--- src/ahs_pkg.sv ---
// ahs_pkg: register map, frame and timing constants of the host serial interface
// assumes a 40 MHz system clock and a 16-bit register word
`default_nettype none
package ahs_pkg;
   localparam int          REG_W          = 16;
   localparam int          ADDR_W         = 6;
   localparam int          NUM_REGS       = 64;
   localparam logic [5:0]  CHECKSUM_ADDR  = 6'h3E;
   localparam logic [5:0]  RSVD_ADDR      = 6'h3F;
   localparam logic [15:0] CHECKSUM_RESET = 16'h0000;
   localparam logic [15:0] RSVD_RESET     = 16'h0000;
   localparam logic [15:0] CRC_POLY       = 16'h1021;
   localparam logic [15:0] CRC_SEED       = 16'hFFFF;
   localparam logic [2:0]  CMD_READ       = 3'h5;
   localparam logic [2:0]  CMD_WRITE      = 3'h3;
   localparam int          CLK_HZ         = 40000000;
   localparam int          SAMPLE_PERIOD_NS = 125000;
   localparam int          SAMPLE_CYCLES  = SAMPLE_PERIOD_NS / (1000000000 / CLK_HZ);
   localparam logic [3:0]  READY_PULSE    = 4'h8;

   typedef enum logic [3:0] {
      AHS_CMD  = 4'b0001,
      AHS_DATA = 4'b0010,
      AHS_CRC  = 4'b0100,
      AHS_DONE = 4'b1000
   } ahs_phase_e;

   function automatic logic [15:0] ahs_crc_step(input logic [15:0] crc, input logic bit_in);
      logic fb;
      fb = crc[15] ^ bit_in;
      ahs_crc_step = {crc[14:0], 1'b0} ^ (fb ? CRC_POLY : 16'h0000);
   endfunction
endpackage
`default_nettype wire

--- src/ahs_top.sv ---
// ahs_top: host serial interface of a sampling converter, register map with checksum
// assumes pins arrive asynchronously; sclk is sampled by mclk, far slower than mclk
`default_nettype none
module ahs_top
   import ahs_pkg::*;
(
   input  wire logic mclk,
   input  wire logic sys_rst,
   input  wire logic cs_n_pin,
   input  wire logic sclk_pin,
   input  wire logic din_pin,
   input  wire logic sync_reset_n_pin,
   input  wire logic master_clock_input,
   input  wire logic frame_crc_en,
   output logic      dout,
   output logic      dout_oe,
   output logic      conversion_ready_n,
   output logic      frame_crc_error
);
   typedef struct packed {
      logic [1:0]  cs_s;
      logic [2:0]  sclk_s;
      logic [1:0]  din_s;
      logic [2:0]  sync_s;
      logic [2:0]  mck_s;
      logic [1:0]  crcen_s;
      ahs_phase_e  phase;
      logic [4:0]  bitcnt;
      logic [15:0] shin;
      logic [15:0] shout;
      logic [15:0] cmd;
      logic [15:0] wword;
      logic        rd_pend;
      logic [15:0] rxcrc;
      logic [15:0] txcrc;
      logic [15:0] checksum;
      logic [15:0] regcrc;
      logic [5:0]  sweep;
      logic        sweeping;
      logic        clearing;
      logic        dout;
      logic        dout_oe;
      logic [15:0] mck_cnt;
      logic [3:0]  rdy_cnt;
      logic        rdy_n;
      logic        crc_err;
   } ahs_state_s;

   ahs_state_s       s;
   ahs_state_s       next_s;
   logic             mem_we;
   logic [5:0]       mem_waddr;
   logic [15:0]      mem_wdata;
   logic [5:0]       mem_raddr;
   logic [15:0]      mem_rdata;

   ahs_regmem ahs_regmem_i (
      .mclk  (mclk),
      .we    (mem_we),
      .waddr (mem_waddr),
      .wdata (mem_wdata),
      .raddr (mem_raddr),
      .rdata (mem_rdata)
   );

   function automatic logic [15:0] crc_word(input logic [15:0] crc, input logic [15:0] w);
      logic [15:0] c;
      c = crc;
      for (int i = 15; i >= 0; i--) begin
         c = ahs_crc_step(c, w[i]);
      end
      crc_word = c;
   endfunction

   logic cs_act;
   logic rise;
   logic fall;
   logic sync_fall;
   logic mck_rise;
   assign cs_act    = ~s.cs_s[1];
   assign rise      = s.sclk_s[1] & ~s.sclk_s[2];
   assign fall      = ~s.sclk_s[1] & s.sclk_s[2];
   assign sync_fall = ~s.sync_s[1] & s.sync_s[2];
   assign mck_rise  = s.mck_s[1] & ~s.mck_s[2];

   always_comb begin
      logic [15:0] w;
      logic        is_wr;
      logic        cmd_end;
      w         = '0;
      is_wr     = 1'b0;
      cmd_end   = cs_act && s.bitcnt == 5'd16 && s.phase == AHS_CMD;
      next_s    = s;
      mem_we    = 1'b0;
      mem_waddr = s.sweep;
      mem_wdata = '0;
      mem_raddr = s.sweep;
      // first flop of each synchroniser feeds only the second
      next_s.cs_s   = {s.cs_s[0], cs_n_pin};
      next_s.sclk_s = {s.sclk_s[1:0], sclk_pin};
      next_s.din_s  = {s.din_s[0], din_pin};
      next_s.sync_s = {s.sync_s[1:0], sync_reset_n_pin};
      next_s.mck_s  = {s.mck_s[1:0], master_clock_input};
      next_s.crcen_s = {s.crcen_s[0], frame_crc_en};

      // background sweep keeps the checksum current; clear sweep after reset
      if (s.clearing) begin
         mem_we = 1'b1;
         next_s.sweep = s.sweep + 6'd1;
         if (s.sweep == RSVD_ADDR) begin
            next_s.clearing = 1'b0;
         end
      end else if (cmd_end || s.rd_pend) begin
         // sweep pauses while a host read borrows the port, then re-reads its word
         mem_raddr = s.sweep - 6'd1;
      end else begin
         mem_raddr = s.sweep;
         if (s.sweeping) begin
            if (s.sweep != CHECKSUM_ADDR + 6'd1) begin
               next_s.regcrc = crc_word(s.regcrc, mem_rdata);
            end
         end
         next_s.sweeping = 1'b1;
         next_s.sweep = s.sweep + 6'd1;
         if (s.sweep == 6'd0 && s.sweeping) begin
            // last word folds in here while the seed restarts the next pass
            next_s.checksum = crc_word(s.regcrc, mem_rdata);
            next_s.regcrc   = CRC_SEED;
         end
      end

      // sample timing tracks the master clock; sync strobe restarts the period
      if (s.rdy_cnt != 4'h0) begin
         next_s.rdy_cnt = s.rdy_cnt - 4'h1;
      end
      // a new pulse wins over the countdown
      if (sync_fall) begin
         next_s.mck_cnt = '0;
      end else if (mck_rise) begin
         if (s.mck_cnt == 16'(SAMPLE_CYCLES / 64 - 1)) begin
            next_s.mck_cnt = '0;
            next_s.rdy_cnt = READY_PULSE;
         end else begin
            next_s.mck_cnt = s.mck_cnt + 16'd1;
         end
      end
      next_s.rdy_n = (s.rdy_cnt == 4'h0);

      // serial frame: command word, data word, crc word
      next_s.rd_pend = 1'b0;
      if (!cs_act) begin
         next_s.phase   = AHS_CMD;
         next_s.bitcnt  = '0;
         next_s.dout_oe = 1'b0;
         next_s.rxcrc   = CRC_SEED;
         next_s.txcrc   = CRC_SEED;
      end else begin
         next_s.dout_oe = 1'b1;
         // stored word arrives one cycle after the command, well before the next fall
         if (s.rd_pend && s.cmd[12:7] != CHECKSUM_ADDR) begin
            next_s.shout = mem_rdata;
         end
         if (rise && s.phase != AHS_DONE) begin
            next_s.shin   = {s.shin[14:0], s.din_s[1]};
            next_s.rxcrc  = ahs_crc_step(s.rxcrc, s.din_s[1]);
            next_s.bitcnt = s.bitcnt + 5'd1;
         end
         if (fall) begin
            next_s.dout  = s.shout[15];
            next_s.shout = {s.shout[14:0], 1'b0};
            next_s.txcrc = ahs_crc_step(s.txcrc, s.shout[15]);
         end
         if (s.bitcnt == 5'd16) begin
            next_s.bitcnt = '0;
            w = s.shin;
            case (s.phase)
               AHS_CMD: begin
                  next_s.cmd   = w;
                  next_s.phase = AHS_DATA;
                  mem_raddr    = w[12:7];
                  next_s.rd_pend = 1'b1;
                  if (w[12:7] == CHECKSUM_ADDR) begin
                     next_s.shout = s.checksum;
                  end
               end
               AHS_DATA: begin
                  is_wr = (s.cmd[15:13] == CMD_WRITE);
                  next_s.phase = AHS_CRC;
                  next_s.wword = w;
                  next_s.shout = s.txcrc;
                  next_s.cmd[0] = is_wr;
               end
               AHS_CRC: begin
                  next_s.phase = AHS_DONE;
                  // frame crc gates writes when enabled
                  next_s.crc_err = s.crcen_s[1] && (s.rxcrc != 16'h0000);
                  if (s.cmd[0] && s.cmd[12:7] != CHECKSUM_ADDR &&
                      !(s.crcen_s[1] && s.rxcrc != 16'h0000)) begin
                     mem_we    = 1'b1;
                     mem_waddr = s.cmd[12:7];
                     // reserved word stored as written; the host keeps it zero
                     mem_wdata = s.wword;
                  end
               end
               default: begin
                  next_s.phase = AHS_DONE;
               end
            endcase
         end
      end

      if (sys_rst) begin
         next_s          = '0;
         next_s.cs_s     = 2'b11;
         next_s.sclk_s   = '0;
         next_s.sync_s   = 3'b111;
         next_s.phase    = AHS_CMD;
         next_s.checksum = CHECKSUM_RESET;
         next_s.regcrc   = CRC_SEED;
         next_s.rxcrc    = CRC_SEED;
         next_s.txcrc    = CRC_SEED;
         next_s.clearing = 1'b1;
         next_s.rdy_n    = 1'b1;
         mem_we          = 1'b0;
      end
   end

   always_ff @(posedge mclk) begin
      s <= next_s;
   end

   always_comb begin
      dout               = s.dout;
      dout_oe            = s.dout_oe;
      conversion_ready_n = s.rdy_n;
      frame_crc_error    = s.crc_err;
   end
endmodule
`default_nettype wire

--- src/ahs_regmem.sv ---
// ahs_regmem: 64 x 16 register store with registered read port
// assumes one write and one read per cycle, same clock
`default_nettype none
module ahs_regmem
   import ahs_pkg::*;
(
   input  wire logic              mclk,
   input  wire logic              we,
   input  wire logic [ADDR_W-1:0] waddr,
   input  wire logic [REG_W-1:0]  wdata,
   input  wire logic [ADDR_W-1:0] raddr,
   output logic      [REG_W-1:0]  rdata
);
   logic [REG_W-1:0] mem [NUM_REGS];

   // no reset: contents are written from zero by the controller's clear sweep
   always_ff @(posedge mclk) begin
      if (we) begin
         mem[waddr] <= wdata;
      end
      rdata <= mem[raddr];
   end
endmodule
`default_nettype wire

--- config.mk ---
export PLATFORM = sky130hd
export DESIGN_NAME = ahs_top
export DESIGN_NICKNAME = d
export VERILOG_FILES = /design/src/ahs_pkg.sv /design/src/ahs_top.sv /design/src/ahs_regmem.sv
export SDC_FILE = /design/constraint.sdc
export NUM_CORES = 2
export LEC_CHECK = 0
export BUFFER_PORTS_ARGS = -buffer_cell sky130_fd_sc_hd__buf_2
export CORE_AREA = 3 3 315 317
export DETAILED_ROUTE_END_ITERATION = 10
export DIE_AREA = 0 0 318 320
export HOLD_SLACK_MARGIN = 0.15
export PLACE_DENSITY = 0.67
export SLEW_MARGIN = 25
export SYNTH_ARGS = -nofsm -noshare
export SYNTH_HDL_FRONTEND = slang
export SYNTH_HIERARCHICAL = 1
export SYNTH_SLANG_ARGS = --single-unit
--- constraint.sdc ---
create_clock -name mclk -period 10.37 [get_ports mclk]
set_input_delay 1.5555 -clock mclk [delete_from_list [all_inputs] [get_ports mclk]]
set_output_delay 1.5555 -clock mclk [all_outputs]
set_load 0.005 [all_outputs]
; After elaboration in Yosys (flattened, before gate mapping)
; Memory sizes are Yosys's and may differ from the RTL's. A register that Yosys moved wholly into a read port is not among the register bits.
; Index checks and enable logic that the tools add are counted.
[totals]
reg_bits = 185
memories = 1
inputBits = 8
elab_cells = 185
out_inout_bits = 4
mem_bits_rw = 1024
[memory_table]
columns = memory, depth, word_bits, read_ports, rd_clocked_by_memory_dff, write_ports, line
row1 = ahs_regmem_i.mem, 64, 16, 1, 1, 1, ahs_regmem.sv:14  ; logic [REG_W-1:0] mem [NUM_REGS];
[op_classes]
muxes = 62
reduce_logical = 30
n_eq_ne = 12
bitwise = 48
n_addsub = 5
[ops]
columns = cell, count
row1 = 16-bit by 13-bit bitwise XOR with 16-bit output, 18
row2 = 13-bit two-way mux, 18
row3 = 16-bit two-way mux, 12
row4 = 6-bit two-way mux, 10
row5 = 49-bit two-way mux, 1
row6 = 16-bit case mux with 2 select lines, 1
row7 = 1-bit bitwise XOR, 18
row8 = 16-bit by 1-bit adder with 16-bit output (second input constant), 1
row9 = 16-bit by 7-bit equality test with 1-bit output (second input constant), 1
row10 = 4-bit two-way mux, 4
row11 = 16-bit nonzero test, 1
row12 = 15-bit two-way mux, 1
row13 = 3-bit AND reduction, 5
row14 = 6-bit equality test (second input constant), 2
row15 = 1-bit two-way mux, 12
row16 = 6-bit != test (second input constant), 2
row17 = 1-bit logical AND, 8
row18 = 1-bit NOT, 8
row19 = 4-bit case mux with 2 select lines, 1
row20 = 7-bit two-way mux, 1
row21 = 6-bit by 1-bit adder with 6-bit output (second input constant), 1
row22 = 6-bit logical NOT, 1
row23 = 2-bit AND reduction, 3
row24 = 2-bit nonzero test, 3
row25 = 19 further kinds, 24

; Depth between registers and ports, before layout
[logic_depth]
ltp_word = 51
ltp_mapped = 18
mapped_depth_nobuf = 13

; By module
; Netlist, hierarchy kept.
[by_module_without_submodules]
columns = module, cells_per_inst, n_inst, area_per_inst_um2
row1 = ahs_regmem, 1829, 1, 40042.2
row2 = ahs_top, 939, 1, 8124.0

; Least setup slack after synthesis
; OpenSTA, ideal clock, no wires.
[synth_path]
kind = input to register
start = input sys_rst
end = memory ahs_regmem_i.mem[49][0] (enable)
path_slack_ns = 6.043
stages = 7
setup_ns = 0.409
t_arrival_ns = 3.918
cell_sequence = clkbuf_1 clkbuf_1 clkbuf_1 nor2_1 nor2b_1 nand4_1 nor3_1
[synth_between]
elab_chain_len = 3
[synth_lines]
columns = element, line
row1 = start: declaration, ahs_top.sv:8  ; input wire logic sys_rst,
row2 = 1-bit two-way mux, ahs_top.sv:212  ; if (sys_rst) begin
row3 = via mem_we, ahs_top.sv:51  ; logic mem_we;
row4 = 1-bit two-way mux, ahs_regmem.sv:18  ; if (we) begin
row5 = 1-bit two-way mux (implied by the code), ahs_regmem.sv:19  ; mem[waddr] <= wdata;
row6 = end: declaration, ahs_regmem.sv:14
; The timed path passes the listed nets, and every way through them passes these cells.

; Worst setup path after layout
[layout_path]
start = register s[161] (netlist name)
end = register ahs_regmem_i.rdata[8] (read register of ahs_regmem_i.mem)
[layout_between]
elab_chain_len = 9
[layout_lines]
columns = element, line
row1 = start: declaration, ahs_top.sv:49  ; ahs_state_s s;
row2 = start signal: assignment, ahs_top.sv:229  ; s <= next_s;
row3 = 5-bit equality test *, "ahs_top.sv:92, ahs_top.sv:173"
row4 = 1-bit logical AND (2 in series), ahs_top.sv:92  ; cmd_end = cs_act && s.bitcnt == 5'd16 && s.phase == AHS_CMD;
row5 = 1-bit logical OR, ahs_top.sv:113  ; end else if (cmd_end || s.rd_pend) begin
row6 = 6-bit two-way mux, ahs_top.sv:113
row7 = 6-bit two-way mux, ahs_top.sv:107  ; if (s.clearing) begin
row8 = 6-bit two-way mux, ahs_top.sv:176  ; case (s.phase)
row9 = 6-bit two-way mux, ahs_top.sv:173  ; if (s.bitcnt == 5'd16) begin
row10 = 6-bit two-way mux *, ahs_top.sv:151  ; if (!cs_act) begin
row11 = via mem_raddr[0], ahs_top.sv:54  ; logic [5:0] mem_raddr;
row12 = end: declaration, ahs_regmem.sv:12  ; output logic [REG_W-1:0] rdata
; The timed path passes the listed nets; every way through them passes the cells marked *.
; A chain may end at the register's enable or synchronous reset.

==> results.py <==
metrics = {
    "outcome": {
        "outcome": "complete, no violations",
    },
    "synthesis": {
        "synth-seq-cells": 1219,
        "syn_area_um2": 48200,
        "postSynthCellCount": 2768,
        "yosysSeqAreaShare_pct": 71.9,
        "synth-xor-area-share_pct": 1.89,
        "synth_edf_count": 1024,
        "synthAdderAreaFrac_pct": 0.234,
        "synth_simple_gate_area_share_pct": 6.15,
        "async_flop_share_pct": 0,
        "synth_top_family_by_area": "multiplexers",
        "syn-num-nets": 2785,
        "synth-compound-area-share_pct": 4.24,
        "yosys_warnings": 6,
        "synth.avg_cell_area_um2": 17.4,
        "synth_cell_types": 75,
        "ys.flop_type": "edfxtp_1",
        "muxShareOfSynthArea_pct": 13.4,
    },
    "sta": {
        "timing.fmax_ghz": 0.175,
        "min_period_over_period_pct": 55.2,
        "finalHoldViolCount": 0,
        "worst_slew_pin_slew_ps": 1130,
        "setup_tns_ps": 0,
        "slew_headroom_pct": 24.6,
        "fin_skew_ps": 21.5,
        "timing.final.max_slew_violations": 0,
        "fin_crit_ps": 5730,
        "grt_setup_unrepaired": "false",
        "setup_viol": 0,
    },
    "worst_setup_path": {
        "max_stage_delay_ps": 810,
        "cp.depth": 13,
        "required_ps": 10910,
        "r2r_slack_ps": 4640,
        "reg2reg_depth": 13,
        "crit_path_start": "s[161]",
        "worst-path-buf-inv": 3,
        "r2r_start": "s[161]",
        "critPathCapture": "ahs_regmem_i/rdata[8]",
        "critPathSlowestCell": "a21oi_1",
        "critical_path_class": "reg -> reg",
        "crit_chain": "inv_1 > ha_1 > nor4bb_2 > a31oi_1 > ha_1 > mux2i_1 > o21ai_4 > buf_4 > buf_4 > mux4_2 > mux2_2 > a21oi_1 > nor4_2",
        "start_kind": "register",
        "critPathTopFamily": "buffers and inverters",
        "critPathCaptureType": "register",
        "arrival_ps": 6260,
        "rr_endpoint": "ahs_regmem_i/rdata[8]",
        "worstPathMaxFanout": 44,
    },
    "clock_tree": {
        "cts_tree": "built",
        "cts.sinks": 1219,
        "clkTransAtPathRegs_ps": 60,
        "clock_latency_ps": 710,
        "cts_root_buf": "clkbuf_16",
        "ctsHtreeMaxLevel": 3,
        "cts-buffers-inserted": 117,
        "hold_buffers": 0,
        "postCtsSetupBuffers": 0,
        "cts_buffer_depth": 3,
        "cts_resized": 0,
    },
    "cells_and_area": {
        "syn_to_final_growth_pct": 12.0,
        "nNetsFinal": 2842,
        "drive_above_1_share_pct": 21.5,
        "final_common_cell": "edfxtp_1",
        "fin_util_pct": 55.9,
        "final_cell_mix": "1024 x edfxtp_1, 232 x nand2_1, 220 x mux4_2",
    },
    "route": {
        "drt-pass1-iter-count": 6,
        "drtIter0Drc": 2990,
        "drc": 0,
        "final_antenna_net_count": 0,
        "drt-wirelength-per-cell_um": 27.3,
        "viasPerCell": 6.08,
        "wirelength_um": 115000,
        "vias": 25600,
    },
    "power_and_ir_drop": {
        "power_frac_comb_pct": 6.4,
        "switching_power_mw": 2.31,
        "seq_power_share_pct": 50.6,
        "switching_share_pct": 21.9,
        "power.share.clock_pct": 43.1,
        "vdd_drop_max_mv": 0.192,
        "pwr_density_cell_nw_per_um2": 195,
        "p_int_mw": 8.23,
        "total_power_mw": 10.5,
        "p_leak_nw": 16.0,
    },
    "run": {
        "cap_violations": 0,
    },
    "placement": {
        "place_congestion": 0.859,
        "portBuffers": 11,
        "place_hpwl_um": 68000,
    },
    "floorplanning": {
        "die_area_um2": 102000,
        "die_h_um": 320,
        "die_w_um": 318,
        "start_util_pct": 49.9,
        "io_pins": 12,
        "rows": 114,
        "coreArea_um2": 96600,
    },
    "worst_hold_path": {
        "hp-class": "reg -> reg",
    },
    "global_routing": {
        "track_usage_pct": 22.7,
        "grt_antenna_before_repair": 6,
        "grt_pass1_wl_um": 172000,
        "gr-total-overflow": 0,
        "grt_pass1_vias": 26000,
        "grt_start_max_net_pins": 131,
    },
}
==> sequential cells by signal, indices dropped and copies added (netlist names) <==
register            cells
ahs_regmem_i/mem     1024
ahs_regmem_i/rdata     16
conversion_ready_n      1
dout                    1
dout_oe                 1
frame_crc_error         1
s                     175
==> final cells by class <==
type                    instances  area [um^2]
clock inverters                80          926
well taps                    1276         1600
inverters                      13         48.8
multi-input cells            1375        12800
fillers                      7237        42600
repair buffers                 99          766
diodes                          2         5.00
clock buffers                 143         3210
flip-flops and latches       1219        34700
==> power by group through the flow <==
stage               registers [mW]  logic [mW]  clock network (mW)
finish                        5.33       0.670                4.54
global route                  5.32       0.719                4.77
floorplan                     5.40       0.513                   0
detailed placement            5.43       0.668                   0
CTS                           5.33       0.672                4.58
global placement              5.43       0.652                   0
==> worst min-delay path by stage <==
stage | cells past startpoint | slack [ps] | end | start
floorplan | 1 | 390 | s[176] | s[175]
CTS | 1 | 430 | s[184] | s[183]
global route | 1 | 430 | s[184] | s[183]
finish | 1 | 420 | s[184] | s[183]
detailed placement | 1 | 410 | s[176] | s[175]
global placement | 1 | 400 | s[176] | s[175]
==> through the flow <==
stage,hold WS (ps),worst slack [ps],area [um^2],std cells
2_1_floorplan,389,6040,48200,2768
3_3_place_gp,402,4270,49700,3979
3_5_place_dp,406,4280,49800,3981
4_1_cts,426,4220,53900,4204
5_1_grt,433,4240,54000,4205
6_report,417,4640,54000,4207
==> Yosys cell counts (23+ instances only) <==
cell type	n	area share, %
a211o_1	23	0.42
a21oi_1	82	0.85
a22oi_1	39	0.61
buf_2	40	0.42
clkbuf_1	70	0.55
dfxtp_1	195	8.1
edfxtp_1	1024	64
mux2_2	29	0.68
mux2i_1	108	2.2
mux4_2	220	10
nand2_1	233	1.8
nand3_1	69	0.72
nor2_1	155	1.2
nor2b_1	46	0.60
o21ai_0	24	0.25
xnor2_1	54	0.98
xor2_1	32	0.58
==> layer usage <==
layer  part of all wire (%)  track usage, %
met5                  0.037               0
met4                    3.5            7.77
met3                    7.9            4.13
met2                     48            37.0
met1                     40            31.0
==> cell families after synthesis <==
group | after synthesis
DFF | 1219
and+or+nand+nor | 624
muxes | 361
AOI/OAI and AO/OA | 288
buffers and inverters | 174
xor gates and xnor gates | 93
adders and majority gates | 9
Note: power is estimated with default switching activity, not from simulation.
